## src/hdl/pdc_defines.svh

```systemverilog
`ifndef PDC_DEFINES_SVH
`define PDC_DEFINES_SVH

// Clock of the converter control logic
`define PDC_CLOCK_PERIOD_NS 10

// Idle timeout, nominal figure, and its count of clock cycles
`define PDC_IDLE_TIMEOUT_MS 60
`define PDC_IDLE_CYC ((`PDC_IDLE_TIMEOUT_MS * 1000000) / `PDC_CLOCK_PERIOD_NS)

// Computation delay; shorter input periods are skipped
`define PDC_COMPUTE_DELAY_NS 3200
`define PDC_COMPUTE_CYC (`PDC_COMPUTE_DELAY_NS / `PDC_CLOCK_PERIOD_NS)

// Narrowest high and low pulse that are still measured, in cycles
`define PDC_MIN_HIGH_CYC 2
`define PDC_MIN_LOW_CYC 2

// Structure
`define PDC_RESOLUTION 12
`define PDC_COUNT_WIDTH 24
`define PDC_NUM_CH 2

`endif

```

## src/hdl/pdc_pkg.sv

```systemverilog
package pdc_pkg;

    // Device-wide power sequence
    typedef enum logic [2:0] {
        PDC_SYS_RUN = 3'h1,
        PDC_SYS_SHUT = 3'h2,
        PDC_SYS_WAIT = 3'h4
    } pdc_sys_state_type;

endpackage

```

## src/hdl/pdc_top.sv

```systemverilog
`timescale 1ns/1ps
`include "pdc_defines.svh"
// Summary of operation
// - Too short high pulse gives zero-scale code
// - Too short low pulse gives full-scale code
// - Undetected edge: skip update, keep code
// - Reset: zero-scale, or powered down if select
// - Internal reference selected: drive ref pin, gain 2x
// - External reference selected: full-scale from pin
// - Sample/hold: idle-low channel powers down alone
// - Internal reference off if external or both down
// - Shutdown low: channels and reference powered down
// - Reference off: reference pin high impedance
// - Transparent: resume as shutdown returns high
// - Sample/hold: stay down until first rising edge
// - Edge pair within timeout updates code
// - Sample/hold: waking output stays off until updated
// - Code is 2^N times high over period
// - Idle level sets zero, full or hold
// - Sample/hold: pair beyond timeout is ignored
// - Period below compute delay skips update
module pdc_top
    import pdc_pkg::*;
#(
    parameter int RES = `PDC_RESOLUTION,
    parameter int CW = `PDC_COUNT_WIDTH,
    parameter int IDLE_CYC = `PDC_IDLE_CYC,
    parameter int MIN_HIGH_CYC = `PDC_MIN_HIGH_CYC,
    parameter int MIN_LOW_CYC = `PDC_MIN_LOW_CYC
) (
    input wire logic clock,
    input wire logic srst,
    input wire logic [`PDC_NUM_CH-1:0] pwm_in,
    input wire logic idle_behaviour_select,
    input wire logic reference_source_select,
    input wire logic shutdown_n,
    output logic [RES-1:0] dac_code_a,
    output logic [RES-1:0] dac_code_b,
    output logic [`PDC_NUM_CH-1:0] dac_drive_en,
    output logic [`PDC_NUM_CH-1:0] code_update,
    output logic internal_ref_enable,
    output logic ref_pin_oe,
    output logic ref_external,
    output logic ref_gain_double
);

    localparam int NCH = `PDC_NUM_CH;
    localparam int SW = $clog2(RES + 1);
    localparam logic [CW-1:0] IDLE_LIM = CW'(IDLE_CYC);
    localparam logic [CW-1:0] COMP_LIM = CW'(`PDC_COMPUTE_CYC);
    localparam logic [CW-1:0] HIGH_LIM = CW'(MIN_HIGH_CYC);
    localparam logic [CW-1:0] LOW_LIM = CW'(MIN_LOW_CYC);
    localparam logic [CW-1:0] CNT_MAX = {CW{1'b1}};
    localparam logic [CW-1:0] CNT_ONE = {{(CW-1){1'b0}}, 1'b1};
    localparam logic [RES-1:0] CODE_FULL = {RES{1'b1}};
    localparam logic [RES-1:0] CODE_ZERO = {RES{1'b0}};
    localparam logic [SW-1:0] STEPS = SW'(RES);
    localparam logic [SW-1:0] STEP_ONE = {{(SW-1){1'b0}}, 1'b1};

    pdc_sys_state_type sys_state;
    pdc_sys_state_type next_sys_state;

    logic [NCH-1:0] rise_vec;
    logic [NCH-1:0] on_vec;
    logic [RES-1:0] code_vec [NCH];

    // Divisions, updates and idle states act only in the run state
    wire running = (sys_state == PDC_SYS_RUN);
    wire any_rise = |rise_vec;

    // Device power sequence
    always_comb begin
        next_sys_state = sys_state;
        unique case (sys_state)
            PDC_SYS_RUN: begin
                if (!shutdown_n) begin
                    next_sys_state = PDC_SYS_SHUT;
                end
            end
            PDC_SYS_SHUT: begin
                if (shutdown_n) begin
                    if (idle_behaviour_select) begin
                        next_sys_state = PDC_SYS_WAIT;
                    end else begin
                        next_sys_state = PDC_SYS_RUN;
                    end
                end
            end
            PDC_SYS_WAIT: begin
                if (!shutdown_n) begin
                    next_sys_state = PDC_SYS_SHUT;
                end else if (any_rise) begin
                    next_sys_state = PDC_SYS_RUN;
                end
            end
            default: begin
                next_sys_state = PDC_SYS_SHUT;
            end
        endcase
    end

    always_ff @(posedge clock) begin
        if (srst) begin
            // Sample/hold channels start powered down, so run is safe here
            sys_state <= PDC_SYS_RUN;
        end else begin
            sys_state <= next_sys_state;
        end
    end

    genvar ch;
    generate
        for (ch = 0; ch < NCH; ch++) begin : g_chan
            logic pin_q;
            logic armed;
            logic idle_seen;
            logic idle_lvl_q;
            logic busy;
            logic chan_on;
            logic drive_q;
            logic upd_q;
            logic [CW-1:0] since;
            logic [CW-1:0] high_acc;
            logic [CW-1:0] period_q;
            logic [CW:0] rem;
            logic [RES-1:0] quo;
            logic [RES-1:0] code;
            logic [SW-1:0] step;

            wire pin = pwm_in[ch];
            // Edges are seen only at clock samples; a narrower pulse is lost
            wire rise = pin & ~pin_q;
            wire [CW-1:0] period = since;
            wire [CW-1:0] high_time = high_acc;
            wire [CW-1:0] low_time = period - high_time;
            wire pair_ok = armed & (period < IDLE_LIM);
            wire too_fast = period < COMP_LIM;
            // Rises while dividing are dropped; the period still restarts
            wire take = running & rise & pair_ok & ~too_fast & ~busy;
            wire force_zero = high_time < HIGH_LIM;
            wire force_full = low_time < LOW_LIM;
            wire start_div = take & ~force_zero & ~force_full;
            // Idle is due past the timeout, once per input level
            wire idle_due = (since >= IDLE_LIM) & (~idle_seen | (pin != idle_lvl_q));
            wire idle_hit = running & ~rise & idle_due;
            wire [CW:0] rem_shift = {rem[CW-1:0], 1'b0};
            wire quo_bit = rem_shift >= {1'b0, period_q};
            wire [CW:0] rem_next = quo_bit ? rem_shift - {1'b0, period_q} : rem_shift;
            wire div_done = busy & (step == STEP_ONE);
            wire [RES-1:0] quo_final = {quo[RES-2:0], quo_bit};
            wire since_sat = (since == CNT_MAX);
            wire high_sat = (high_acc == CNT_MAX);

            // Time base is the clock itself: 10 ns resolves 12 bits up to 24.4 kHz
            always_ff @(posedge clock) begin
                if (srst) begin
                    // Tracking the pin in reset stops a held-high input faking a rise
                    pin_q <= pin;
                    // Counting from reset lets a silent input reach its idle state
                    since <= {CW{1'b0}};
                    high_acc <= {CW{1'b0}};
                end else begin
                    pin_q <= pin;
                    if (rise) begin
                        since <= CNT_ONE;
                        high_acc <= CNT_ONE;
                    end else begin
                        since <= since_sat ? since : since + CNT_ONE;
                        if (pin && !high_sat) begin
                            high_acc <= high_acc + CNT_ONE;
                        end
                    end
                end
            end

            // A first edge only arms; shutdown drops the pending pair
            always_ff @(posedge clock) begin
                if (srst) begin
                    armed <= 1'b0;
                end else if (!running && !rise) begin
                    armed <= 1'b0;
                end else if (rise) begin
                    armed <= 1'b1;
                end
            end

            // Level whose idle state is in force; a high idle that later
            // drops low must still reach the low idle state
            always_ff @(posedge clock) begin
                if (srst || rise) begin
                    idle_seen <= 1'b0;
                    idle_lvl_q <= 1'b0;
                end else if (idle_hit) begin
                    idle_seen <= 1'b1;
                    idle_lvl_q <= pin;
                end
            end

            // Restoring division of high time shifted by N over period
            always_ff @(posedge clock) begin
                if (srst) begin
                    busy <= 1'b0;
                    step <= {SW{1'b0}};
                    rem <= {(CW+1){1'b0}};
                    quo <= CODE_ZERO;
                    period_q <= {CW{1'b0}};
                end else if (start_div) begin
                    busy <= 1'b1;
                    step <= STEPS;
                    rem <= {1'b0, high_time};
                    quo <= CODE_ZERO;
                    period_q <= period;
                end else if (busy) begin
                    rem <= rem_next;
                    quo <= quo_final;
                    step <= step - STEP_ONE;
                    if (div_done || !running) begin
                        busy <= 1'b0;
                    end
                end
            end

            // Code and channel power
            always_ff @(posedge clock) begin
                if (srst) begin
                    code <= CODE_ZERO;
                    chan_on <= ~idle_behaviour_select;
                    upd_q <= 1'b0;
                end else begin
                    upd_q <= 1'b0;
                    if (!running) begin
                        if (idle_behaviour_select) begin
                            chan_on <= 1'b0;
                        end
                    end else if (take && force_zero) begin
                        code <= CODE_ZERO;
                        chan_on <= 1'b1;
                        upd_q <= 1'b1;
                    end else if (take && force_full) begin
                        code <= CODE_FULL;
                        chan_on <= 1'b1;
                        upd_q <= 1'b1;
                    end else if (div_done) begin
                        code <= quo_final;
                        chan_on <= 1'b1;
                        upd_q <= 1'b1;
                    end else if (idle_hit) begin
                        if (!idle_behaviour_select) begin
                            code <= pin ? CODE_FULL : CODE_ZERO;
                            chan_on <= 1'b1;
                            upd_q <= 1'b1;
                        end else if (!pin) begin
                            chan_on <= 1'b0;
                        end
                    end
                end
            end

            // Output driver enable follows power one cycle later
            always_ff @(posedge clock) begin
                if (srst) begin
                    drive_q <= 1'b0;
                end else begin
                    drive_q <= chan_on & running;
                end
            end

            assign rise_vec[ch] = rise;
            assign on_vec[ch] = drive_q;
            assign code_vec[ch] = code;
            assign code_update[ch] = upd_q;
        end
    endgenerate

    // Per-channel results gathered onto the named ports
    assign dac_code_a = code_vec[0];
    assign dac_code_b = code_vec[1];
    assign dac_drive_en = on_vec;

    // Reference control
    wire next_ref_on = ~reference_source_select & running & (|on_vec);

    always_ff @(posedge clock) begin
        if (srst) begin
            internal_ref_enable <= 1'b0;
            ref_pin_oe <= 1'b0;
            ref_external <= 1'b0;
            ref_gain_double <= 1'b0;
        end else begin
            internal_ref_enable <= next_ref_on;
            ref_pin_oe <= next_ref_on;
            // Source and gain follow the select pin even in shutdown
            ref_external <= reference_source_select;
            ref_gain_double <= ~reference_source_select;
        end
    end

endmodule

```

## config.mk

```make
export PLATFORM = sky130hd
export DESIGN_NAME = pdc_top
export DESIGN_NICKNAME = d
export VERILOG_FILES = /design/src/hdl/pdc_pkg.sv /design/src/hdl/pdc_top.sv
export VERILOG_INCLUDE_DIRS = /design/src /design/src/hdl
export SDC_FILE = /design/constraint.sdc
export NUM_CORES = 1
export LEC_CHECK = 0
export BUFFER_PORTS_ARGS = -buffer_cell sky130_fd_sc_hd__buf_2
export CORE_UTILIZATION = 50
export CTS_CLUSTER_DIAMETER = 80
export DETAILED_ROUTE_END_ITERATION = 6
export PLACE_DENSITY = 0.62
export RECOVER_POWER = 50
export SYNTH_ARGS = -nofsm -noshare
export SYNTH_HDL_FRONTEND = slang
export SYNTH_SLANG_ARGS = --single-unit
```

## constraint.sdc

```tcl
create_clock -name clock -period 8.94 [get_ports clock]
set_clock_uncertainty 0.1 [all_clocks]
set_input_delay 1.788 -clock clock [delete_from_list [all_inputs] [get_ports clock]]
set_output_delay 1.788 -clock clock [all_outputs]
set_load 0.02 [all_outputs]
```

Word-level counts from Yosys, hierarchy flattened:

Cells that the tools add are included.

* bits of input ports: 7
* output and inout bits: 32
* logic and storage cells: 237
* bits in registers: 268

* order comparisons: 12
* bitwise gates (word level): 47
* reduce and logical (&&, ||, !) cells: 38
* $add $sub $neg: 10
* equal/unequal tests: 22
* mux-type cells: 68

Operators by type and width (count)
* two-way mux 12 bit: 12
* two-way mux 24 bit: 6
* adder 24 x 1 -> 24 bit (second input constant): 4
* equality test 24 bit (second input constant): 4
* < comparator 24 x 2 -> 1 bit (second input constant): 4
* subtractor 24 bit: 4
* greater-or-equal comparator 25 x 24 -> 1 bit: 2
* greater-or-equal comparator 24 x 23 -> 1 bit (second input constant): 2
* < comparator 24 x 23 -> 1 bit (second input constant): 2
* < comparator 24 x 9 -> 1 bit (second input constant): 2
* two-way mux 1 bit: 40
* AND 1 bit: 28
* OR reduction 2 bit: 9
* inverter 1 bit: 17
* two-way mux 4 bit: 4
* two-way mux 3 bit: 5
* AND reduction 3 bit: 5
* inequality test 7 x 4 -> 1 bit (second input constant): 2
* inequality test 6 x 2 -> 1 bit (second input constant): 2
* one-hot mux 3 bit (3 select lines): 1
* equality test 4 x 1 -> 1 bit (second input constant): 2
* logical AND 1 bit: 8
* inequality test 2 bit (second input constant): 4
* inequality test 4 x 1 -> 1 bit (second input constant): 2
* other kinds (12): 26

Depth between registers and ports, before layout:

Gate-level depths: netlist of run 1.

* word-level depth: 11
* depth in mapped cells: 16
* gate-level depth less buffers: 12

Worst setup path before layout of run 1:

No wires, ideal clock.

* path type: reg-to-reg
* from: register g_chan[0].since[1]
* to: register g_chan[0].code[10] (netlist: dac_code_a[10])
* stages on the path, launching flop included: 14
* required time: 8.719 ns
* clock period less this slack: 3.728 ns
* arrival: 3.508 ns
* setup slack: 5.212 ns
* library setup time: 0.121 ns
* buffers on the path: 1
* path through: dfxtp_1 -> inv_1 -> fa_1 -> nand2b_1 -> a211oi_1 -> o311ai_0 -> a31oi_1 -> nor2_1 -> a221o_1 -> nor4_1 -> a21oi_1 -> nor3_1 -> buf_4 -> mux2_2

* cells in the longest elaborated chain, start to end: 8
* elaborated cells on any way between the ends: 19
* classes of those cells: 1 x add/sub; 4 x order compare; 1 x eq/ne; 2 x mux; 7 x bitwise; 4 x reduce/logical

Ends and longest elaborated chain
* start: declaration: line pdc_top.sv:122 `logic [CW-1:0] since;`
* start signal: assignment: line pdc_top.sv:160 `since <= {CW{1'b0}};`
* start signal: assignment: line pdc_top.sv:168 `since <= since_sat ? since : since + CNT_ONE;`
* branches (longest 8 deep; another with subtractor 24 bit)
* end signal: assignment: line pdc_top.sv:244 `code <= quo_final;`
* end signal: assignment: line pdc_top.sv:249 `code <= pin ? CODE_FULL : CODE_ZERO;`
* end: declaration: line pdc_top.sv:127 `logic [RES-1:0] code;`

Several ways; the timed one is not identified.
A chain may end at the register's enable or synchronous reset.

Worst setup path after layout of run 1:

* from: register g_chan[1].since[0]
* to: register g_chan[1].step[1]

* cells in the longest elaborated chain, start to end: 8
* elaborated cells on any way between the ends: 13
* classes of those cells: 1 x add/sub; 3 x order compare; 8 x bitwise; 1 x reduce/logical

Ends and longest elaborated chain
* start: declaration: line pdc_top.sv:122
* start signal: assignment: line pdc_top.sv:160
* start signal: assignment: line pdc_top.sv:168
* branches (longest 6 deep; another with subtractor 24 bit)
* AND 1 bit *: line pdc_top.sv:142 `wire start_div = take & ~force_zero & ~force_full;`
* OR reduction 2 bit (no line) *
* end signal: assignment: line pdc_top.sv:203 `step <= {SW{1'b0}};`
* end signal: assignment: line pdc_top.sv:216 `step <= step - STEP_ONE;`
* end: declaration: line pdc_top.sv:128 `logic [SW-1:0] step;`

Mark *: on every way between the ends.

==> results of run 1 <==
-- worst max-delay path: stages, from the launching register on --
cell and delay (ns):
dfxtp_1 0.44, nor2b_1 0.14, fa_1 0.42, nor2b_1 0.36
o21a_4 0.21, nor3_1 0.09, o41ai_1 0.85, and4_1 0.30
o21ai_0 0.14, a2111o_1 0.50, o41ai_1 0.37, clkbuf_1 1.30
nand2_1 0.77, a211oi_1 0.41
-- path summary, 6_finish.rpt --
path | start | end | slack (ns) | cells after the start
hold / removal | g_chan[1].period_q[22] | g_chan[1].period_q[22] | 0.35 | 2
setup reg to reg | g_chan[1].period[0] | g_chan[1].step[1] | 2.44 | 13
hold reg to reg | g_chan[1].period_q[22] | g_chan[1].period_q[22] | 0.35 | 2
setup / recovery | g_chan[1].period[0] | g_chan[1].step[1] | 2.44 | 13
-- per-layer routing --
layer  global-route usage  vias to the layer above  share of wire
li1                     -                     8269              -
met1                0.343                     7881           0.43
met2                0.511                      379           0.50
met3               0.0229                      129          0.033
met4                0.136                        0          0.044
met5                    0                        -              0
-- layout make-up --
class	count	area, um^2
Timing Repair Buffer	59	289
Clock buffer	41	893
Sequential cell	268	5390
Clock inverter	17	165
Fill cell	3479	16100
Inverter	140	526
Tap cell	461	577
Multi-Input combinational cell	1783	11700
-- sequential cells by signal (all words and copies together) (netlist names) --
| register | cells |
|---|---|
| g_chan.busy | 2 |
| sys_state | 3 |
| g_chan.step | 8 |
| ref_external | 1 |
| g_chan.upd_q | 2 |
| g_chan.high_acc | 48 |
| g_chan.quo | 22 |
| g_chan.rem | 48 |
| ref_gain_double | 1 |
| g_chan.chan_on | 2 |
| dac_code_a | 12 |
| g_chan.drive_q | 2 |
| dac_code_b | 12 |
| g_chan.period_q | 48 |
| g_chan.period | 48 |
| g_chan.armed | 2 |
| ref_pin_oe | 1 |
| g_chan.idle_lvl_q | 2 |
| g_chan.idle_seen | 2 |
| g_chan.pin_q | 2 |
-- through the flow --
step           instances  instance area [um^2]  worst slack, ns
2_1_floorplan       2320                 18100             5.21
3_3_place_gp        2710                 18500             3.99
3_5_place_dp        2710                 18500             3.94
4_1_cts             2768                 19600             3.92
5_1_grt             2769                 19500             1.87
6_report            2769                 19500             2.44
-- report_power, final --
group / leakage (nW) / internal (mW) / total [mW] / switching [mW]
sequential: 2.17 / 1.20 / 1.21 / 0.00825
clock: 0.533 / 0.765 / 1.30 / 0.533
combinational: 4.89 / 0.0896 / 0.250 / 0.161
-- cell families after synthesis --
group,Yosys count
simple gates,877
compound gates,573
buf+inv,269
flops,268
xor+xnor,142
fa+ha+maj,106
mux,85
-- placed cells by master (no fill, tap or decap), types with 26 or more instances in the layout --
cell type | netlist | layout
nor3_1 | 74 | 74
nand2_1 | 195 | 195
clkbuf_1 | 96 | 41
nand2b_1 | 26 | 26
xor2_1 | 52 | 52
o21ai_0 | 86 | 87
nand3_1 | 97 | 97
nor2_1 | 237 | 237
o21a_1 | 27 | 27
clkbuf_16 | 0 | 31
mux2i_1 | 56 | 56
nand4_1 | 45 | 45
a31oi_1 | 36 | 36
ha_1 | 102 | 102
a21o_1 | 35 | 35
nor4_1 | 32 | 32
xnor2_1 | 90 | 90
a211oi_1 | 28 | 28
inv_1 | 138 | 138
nor2b_1 | 46 | 46
dfxtp_1 | 266 | 266
or3_1 | 28 | 28
and3_1 | 31 | 31
a21oi_1 | 189 | 188
a221o_1 | 27 | 27
==> run_results.csv, run 1 <==
group,metric,value,unit
cells_and_area,nets,2396,
placed_design,place.port_buffers,38,
grt,grt_max_degree,69,
clock_tree,ctsHtreeMaxLevel,1,
sta,hold_viol,0,
clock_tree,numCtsBuffers,31,
cells_and_area,post-route-util,0.548,
die,die_h,192,um
synthesis,yosys.area_share.simple,0.238,
clock_tree,ctsHoldBuffers,0,
die,die_x,192,um
die,core_region_area,35600,um^2
sta,finalSetupTns,0,ns
sta,relSlewSlack,-1.19,
drt,drt-total-wl,53.2,mm
clock_tree,cts_resized,0,
worst_setup_path,cp.required,9.33,ns
die,initial_core_util,0.509,
synthesis,synth_cell_type_count,90,
sta,timing.fmax,154,MHz
run_status,violations,"capacitance limit, slew limit",
synthesis,synth_common_cells,"266 x dfxtp_1, 237 x nor2_1, 195 x nand2_1",
grt,grt_pass1_wl,84.6,mm
die,core.rowCount,69,
pwr,power.density,142,nW/um^2
die,dieArea,37000,um^2
synthesis,synthAdderAreaFrac,0.0749,
pwr,power,2.76,mW
sta,rsz0062_at_grt,"no",
drt,wl_per_cell,19.2,um
drt,vias,16700,
worst_setup_path,worst_setup_path_end_kind,"register",
synthesis,ys_seq_area_frac,0.297,
sta,setup_viol,0,
clock_tree,cts_tree,"yes",
drt,route.detailed.drc,0,
clock_tree,clock-sinks,268,
clock_tree,root_buffer,"clkbuf_16",
die,pin_count,39,
synthesis,ys_top_cells_by_area,"dfxtp_1 29%, ha_1 7.0%, a21oi_1 5.2%",
cells_and_area,num_antenna_cells,0,
placed_design,place_hpwl,40.1,mm
synthesis,yosys.area.top_type,"dfxtp_1",
grt,antenna_found_initial,0,
synthesis,synth_top_area_frac,0.294,
worst_setup_path,path_class,"register to register",
clock_tree,clock_path_buffers,3,
synthesis,synth_edf_count,2,
placed_design,place_congestion,0.954,
run_status,status,"finished, violations left",
sta,holdWs,0.352,ns
sta,layout_min_cycle_time,6.50,ns
drt,vias_per_cell,6.02,
synthesis,syn-cell-area,18100,um^2
synthesis,synth_ff_type,"dfxtp_1",
cells_and_area,area_delta_synth_final,7.62,%
cells_and_area,drive_gt1_frac,0.0620,
grt,grt_pass1_vias,16000,
worst_setup_path,crit_arrival,6.89,ns
synthesis,synth.area.mux_share,0.0507,
grt,gr-total-overflow,0,
synthesis,postSynthAreaPerCell,7.80,um^2
synthesis,ys.warnings.count,0,
worst_setup_path,cp-start-kind,"register",
synthesis,synth_async_sr_flop_share,0,
synthesis,ys_ff_latch,268,
synthesis,synth_top_family_by_area,"simple AND/OR/NAND/NOR gates",
synthesis,yosys.cell_count.top_type,"dfxtp_1",
pwr,p_leak,7.59,nW
clock_tree,path_clk_slew,0.06,ns
pwr,peakVddDrop,155,uV
drt,dr.first_iter.drc_count,1104,
grt,grtUsageTotal,0.285,
synthesis,synth-xor-area-share,0.0687,
drt,ant_nets,0,
sta,slew_violations,201,
synthesis,synth.net_count,2433,
drt,drt_first_pass_iters,7,
synthesis,netlist_instances,2320,
hold_path,hp-class,"register to register",
worst_setup_path,worstPathMaxFanout,35,
clock_tree,worstSkewPairLatency,0.59,ns
sta,fin_crit_sh,0.727,
run,drv_cap,4,
sta,worst-slew-pin-transition,3.29,ns
synthesis,synth-compound-area-share,0.211,
clock_tree,cts_setup_buffers,0,
Note: power is estimated with default switching activity, not from simulation.
==> inputs of run 2 (changes only) <==
- clock period: 8.94 -> 6.1 ns (I/O delays scaled with it)
==> run_results.csv, run 2 (synthesis gave the netlist of run 1 again) <==
group,metric,value,unit
drt,route.detailed.drc,0,
drt,vias,16600,
die,core_region_area,35600,um^2
placed_design,pre_cts_slack,1.09,ns
clock_tree,clock_path_buffers,3,
worst_setup_path,startpoint,"g_chan[0].period[1]",
hold_path,worstHoldStart,"g_chan[1].period_q[15]",
clock_tree,clock-sinks,268,
clock_tree,cts_setup_buffers,0,
worst_setup_path,path_class,"register to register",
sta,finalSetupTns,0,ns
cells_and_area,nets,2399,
clock_tree,cts_tree,"yes",
placed_design,place.port_buffers,38,
sta,timing.fmax,197,MHz
sta,rsz0062_at_grt,"no",
sta,fin_ws,1.04,ns
worst_setup_path,crit_arrival,5.43,ns
grt,grtUsageTotal,0.290,
worst_setup_path,cp-start-kind,"register",
die,core.rowCount,69,
hold_path,hp-class,"register to register",
cells_and_area,instances_no_fill,2769,
grt,grt_pass1_vias,15800,
cells_and_area,final_common_cell,"dfxtp_1",
worst_setup_path,reg2reg_slack,1.04,ns
hold_path,hold_depth,2,
worst_setup_path,worst_setup_path_end_kind,"register",
die,pin_count,39,
drt,drt_first_pass_iters,5,
run_status,status,"finished, violations left",
grt,gr-total-overflow,0,
cells_and_area,num_antenna_cells,0,
sta,hold_viol,0,
clock_tree,ctsHoldBuffers,0,
drt,wl_per_cell,19.4,um
grt,grt_max_degree,54,
grt,grt_pass1_wl,85.4,mm
run,drv_cap,4,
pwr,power.density,205,nW/um^2
placed_design,place_inst,2714,
sta,layout_min_cycle_time,5.06,ns
sta,fin_crit_sh,0.830,
drt,ant_nets,0,
worst_setup_path,cp.required,6.47,ns
cells_and_area,area_delta_synth_final,7.64,%
sta,slew_violations,195,
die,die_x,192,um
die,dieArea,37000,um^2
placed_design,place_hpwl,40.7,mm
pwr,peakVddDrop,189,uV
die,initial_core_util,0.509,
clock_tree,root_buffer,"clkbuf_16",
drt,vias_per_cell,5.99,
die,die_h,192,um
hold_path,hold_end,"g_chan[1].period_q[15]",
clock_tree,path_clk_slew,0.06,ns
worst_setup_path,reg2reg_to,"dac_code_a[6]",
clock_tree,cts_resized,0,
cells_and_area,drive_gt1_frac,0.0611,
worst_setup_path,r2r_start,"g_chan[0].period[1]",
drt,drt-total-wl,53.7,mm
clock_tree,worstSkewPairLatency,0.58,ns
placed_design,place_congestion,0.933,
pwr,p_leak,7.58,nW
sta,setup_viol,0,
worst_setup_path,worstPathMaxFanout,12,
clock_tree,ctsHtreeMaxLevel,1,
run_status,violations,"capacitance limit, slew limit",
drt,dr.first_iter.drc_count,1074,
worst_setup_path,r2r_cells,12,
clock_tree,numCtsBuffers,30,
sta,relSlewSlack,-0.730,
sta,worst-slew-pin-transition,2.59,ns
cells_and_area,final_cell_mix,"266 x dfxtp_1, 237 x nor2_1, 195 x nand2_1, 188 x a21oi_1, 138 x inv_1",
grt,antenna_found_initial,0,
## run 2: worst max path at each step
stage | depth (start not counted) | end | slack [ns]
2_1_floorplan | 13 | dac_code_a[10] | 2.37
3_3_place_gp | 12 | dac_code_a[5] | 1.15
3_5_place_dp | 12 | dac_code_a[8] | 1.09
4_1_cts | 12 | dac_code_a[6] | 1.04
5_1_grt | 12 | dac_code_a[8] | 0.69
6_report | 12 | dac_code_a[6] | 1.04
## run 2: area by class of cell
class                           count  area, um^2
Fill cell                        3439       16100
Multi-Input combinational cell   1783       11700
Sequential cell                   268        5390
Clock buffer                       40         848
Tap cell                          461         577
Inverter                          140         526
Timing Repair Buffer               63         309
Clock inverter                     14         170
## run 2: power breakdown
group	switching [mW]	total [mW]	internal [mW]
sequential	0.0118	1.78	1.76
clock	0.759	1.86	1.10
combinational	0.233	0.367	0.134
## run 2: per-stage QoR
| stage | utilization | power [mW] | instance area, um^2 | hold WS (ns) |
|---|---|---|---|---|
| after floorplan | - | 2.08 | 18100 | 0.322 |
| after global placement | 0.522 | 2.18 | 18600 | 0.334 |
| after detailed placement | 0.522 | 2.18 | 18600 | 0.343 |
| after CTS | 0.550 | 4.04 | 19600 | 0.352 |
| after global routing | 0.548 | 4.15 | 19500 | 0.377 |
| final | 0.548 | 4.00 | 19500 | 0.351 |
## run 2: layer usage
metal / up-vias / global-route usage / share of wire
met5: - / 0 / 0
met1: 7845 / 0.352 / 0.42
met4: 0 / 0.128 / 0.043
met3: 114 / 0.0258 / 0.036
met2: 387 / 0.520 / 0.50
li1: 8252 / - / -
## run 2: worst max-delay path, stage by stage (launching register included)
cell and delay (ns):
dfxtp_1 0.43, inv_1 0.12, fa_1 0.43, nand2b_1 0.22, a211oi_1 0.45, o311ai_0 0.24, a31oi_1 0.46, nor2_1 0.14
a221o_1 0.32, nor4_1 0.58, a21oi_1 0.21, nor3_2 0.81, mux2_2 0.43
==> inputs of run 3 (changes only) <==
- PLACE_DENSITY: 0.62 -> 0.64
- clock period: 6.1 -> 4.1 ns (I/O delays scaled with it)
==> run_results.csv, run 3 (synthesis gave the netlist of run 1 again) <==
group,metric,value,unit
run_status,status,"finished, violations left",
run_status,violations,"capacitance limit, slew limit",
cells_and_area,instances_no_fill,2901,
pwr,clock_power_share,0.453,
die,dieArea,37000,um^2
cells_and_area,nets,2529,
worst_setup_path,worst_setup_path_end_kind,"register",
sta,fin_crit_sh,0.968,
drt,drt-total-wl,52.8,mm
drt,ant_nets,0,
placed_design,place_hpwl,40.4,mm
drt,wl_per_cell,18.2,um
die,die_h,192,um
drt,drt_first_pass_iters,5,
sta,relSlewSlack,-0.496,
die,core.rowCount,69,
worst_setup_path,crit_arrival,4.33,ns
pwr,p_leak,8.24,nW
clock_tree,cts_tree,"yes",
worst_setup_path,cp-start-kind,"register",
cells_and_area,drive_gt1_frac,0.117,
die,initial_core_util,0.509,
clock_tree,clock-sinks,268,
cells_and_area,area_delta_synth_final,14.0,%
sta,hold_viol,0,
placed_design,place.port_buffers,38,
cells_and_area,final_common_cell,"dfxtp_1",
worst_setup_path,worstPathMaxFanout,12,
clock_tree,ctsHoldBuffers,0,
pwr,netSwitchingPower,1.54,mW
grt,grt_pass1_wl,84.1,mm
grt,grt_max_degree,87,
drt,vias,17300,
die,pin_count,39,
drt,route.detailed.drc,0,
sta,timing.fmax,252,MHz
cells_and_area,final_cell_mix,"265 x dfxtp_1, 237 x nor2_1, 195 x nand2_1, 187 x a21oi_1, 141 x buf_4",
pwr,peakVddDrop,343,uV
clock_tree,worstSkewPairLatency,0.58,ns
hold_path,hp-class,"primary input to register",
sta,holdWs,0.315,ns
placed_design,place_congestion,0.949,
worst_setup_path,path_class,"register to register",
drt,vias_per_cell,5.95,
grt,grtUsageTotal,0.282,
placed_design,placed_area,19500,um^2
sta,layout_min_cycle_time,3.97,ns
die,core_region_area,35600,um^2
run,drv_cap,2,
clock_tree,root_buffer,"clkbuf_16",
sta,worst-slew-pin-transition,2.24,ns
placed_design,pre_cts_slack,-0.0996,ns
pwr,pwr-share-seq,0.441,
sta,slew_violations,98,
cells_and_area,final.fill_count,3376,
pwr,power.density,289,nW/um^2
pwr,p_comb_frac,0.105,
grt,antenna_found_initial,0,
sta,setup_viol,0,
drt,dr.first_iter.drc_count,1189,
cells_and_area,stdcell_area,20600,um^2
pwr,p_sw_frac,0.257,
pwr,power,5.97,mW
grt,gr-total-overflow,0,
sta,fin_ws,0.133,ns
clock_tree,path_clk_slew,0.06,ns
clock_tree,numCtsBuffers,31,
grt,grt_pass1_vias,16200,
pwr,internal_power,4.43,mW
placed_design,place_inst,2838,
clock_tree,ctsHtreeMaxLevel,1,
worst_setup_path,cp.required,4.47,ns
die,die_x,192,um
clock_tree,clock_path_buffers,3,
run 3: metrics by stage:
step,setup TNS (ns),utilization
3_5_place_dp,-1.14,0.549
2_1_floorplan,0,-
6_report,0,0.580
5_1_grt,-1.19,0.580
4_1_cts,0,0.578
3_3_place_gp,-0.969,0.549
run 3: routing by layer:
layer	vias to the layer above	routed length, um	GRT usage	part of all wire
li1	8510	-	-	-
met5	-	0	0	0
met4	0	1520	0.0851	0.029
met1	8181	23800	0.380	0.45
met2	491	24600	0.469	0.47
met3	92	2820	0.0327	0.053
run 3: timing repair:
action | CTS | global route
pin swaps | 1 | 6
setup buffers | 2 | 4
endpoints found under the setup margin | 26 | 124
resized for setup | 2 | 25
run 3: critical path, cell delays in order (launching register included):
cell and delay [ns]:
dfxtp_1 0.32, inv_1 0.08, ha_1 0.39, buf_4 0.20
and3_1 0.17, a32oi_1 0.21, nand3_1 0.18, o211a_1 0.29
a2111oi_1 0.38, nand4_1 0.28, nor4_4 0.25, buf_4 0.18
a21oi_1 0.09, nor3_2 0.21, buf_12 0.18, mux2_2 0.33
run 3: final timing paths:
path	startpoint	end	slack [ns]	cells after the start
max reg2reg	g_chan[0].high_acc[6]	dac_code_a[2]	0.13	15
max	g_chan[0].high_acc[6]	dac_code_a[2]	0.13	15
min	reference_source_select	ref_gain_double	0.32	2
min reg2reg	g_chan[1].period_q[17]	g_chan[1].period_q[17]	0.35	2
run 3: final cells by class:
| class | count | area (um^2) | share of cell area |
|---|---|---|---|
| Tap cell | 461 | 577 | 0.0280 |
| Clock buffer | 42 | 867 | 0.0420 |
| Sequential cell | 268 | 5390 | 0.261 |
| Timing Repair Buffer | 192 | 1340 | 0.0651 |
| Antenna cell | 1 | 2.50 | 0.000121 |
| Clock inverter | 14 | 140 | 0.00679 |
| Multi-Input combinational cell | 1783 | 11800 | 0.572 |
| Inverter | 140 | 526 | 0.0255 |
run 3: power groups by stage:
| stage | Combinational [mW] | Sequential (mW) | Clock, mW |
|---|---|---|---|
| final | 0.629 | 2.64 | 2.71 |
| after CTS | 0.599 | 2.63 | 2.75 |
| after detailed placement | 0.589 | 2.69 | 0 |
| after global routing | 0.679 | 2.64 | 2.87 |
| after global placement | 0.590 | 2.69 | 0 |
| after floorplan | 0.399 | 2.70 | 0 |
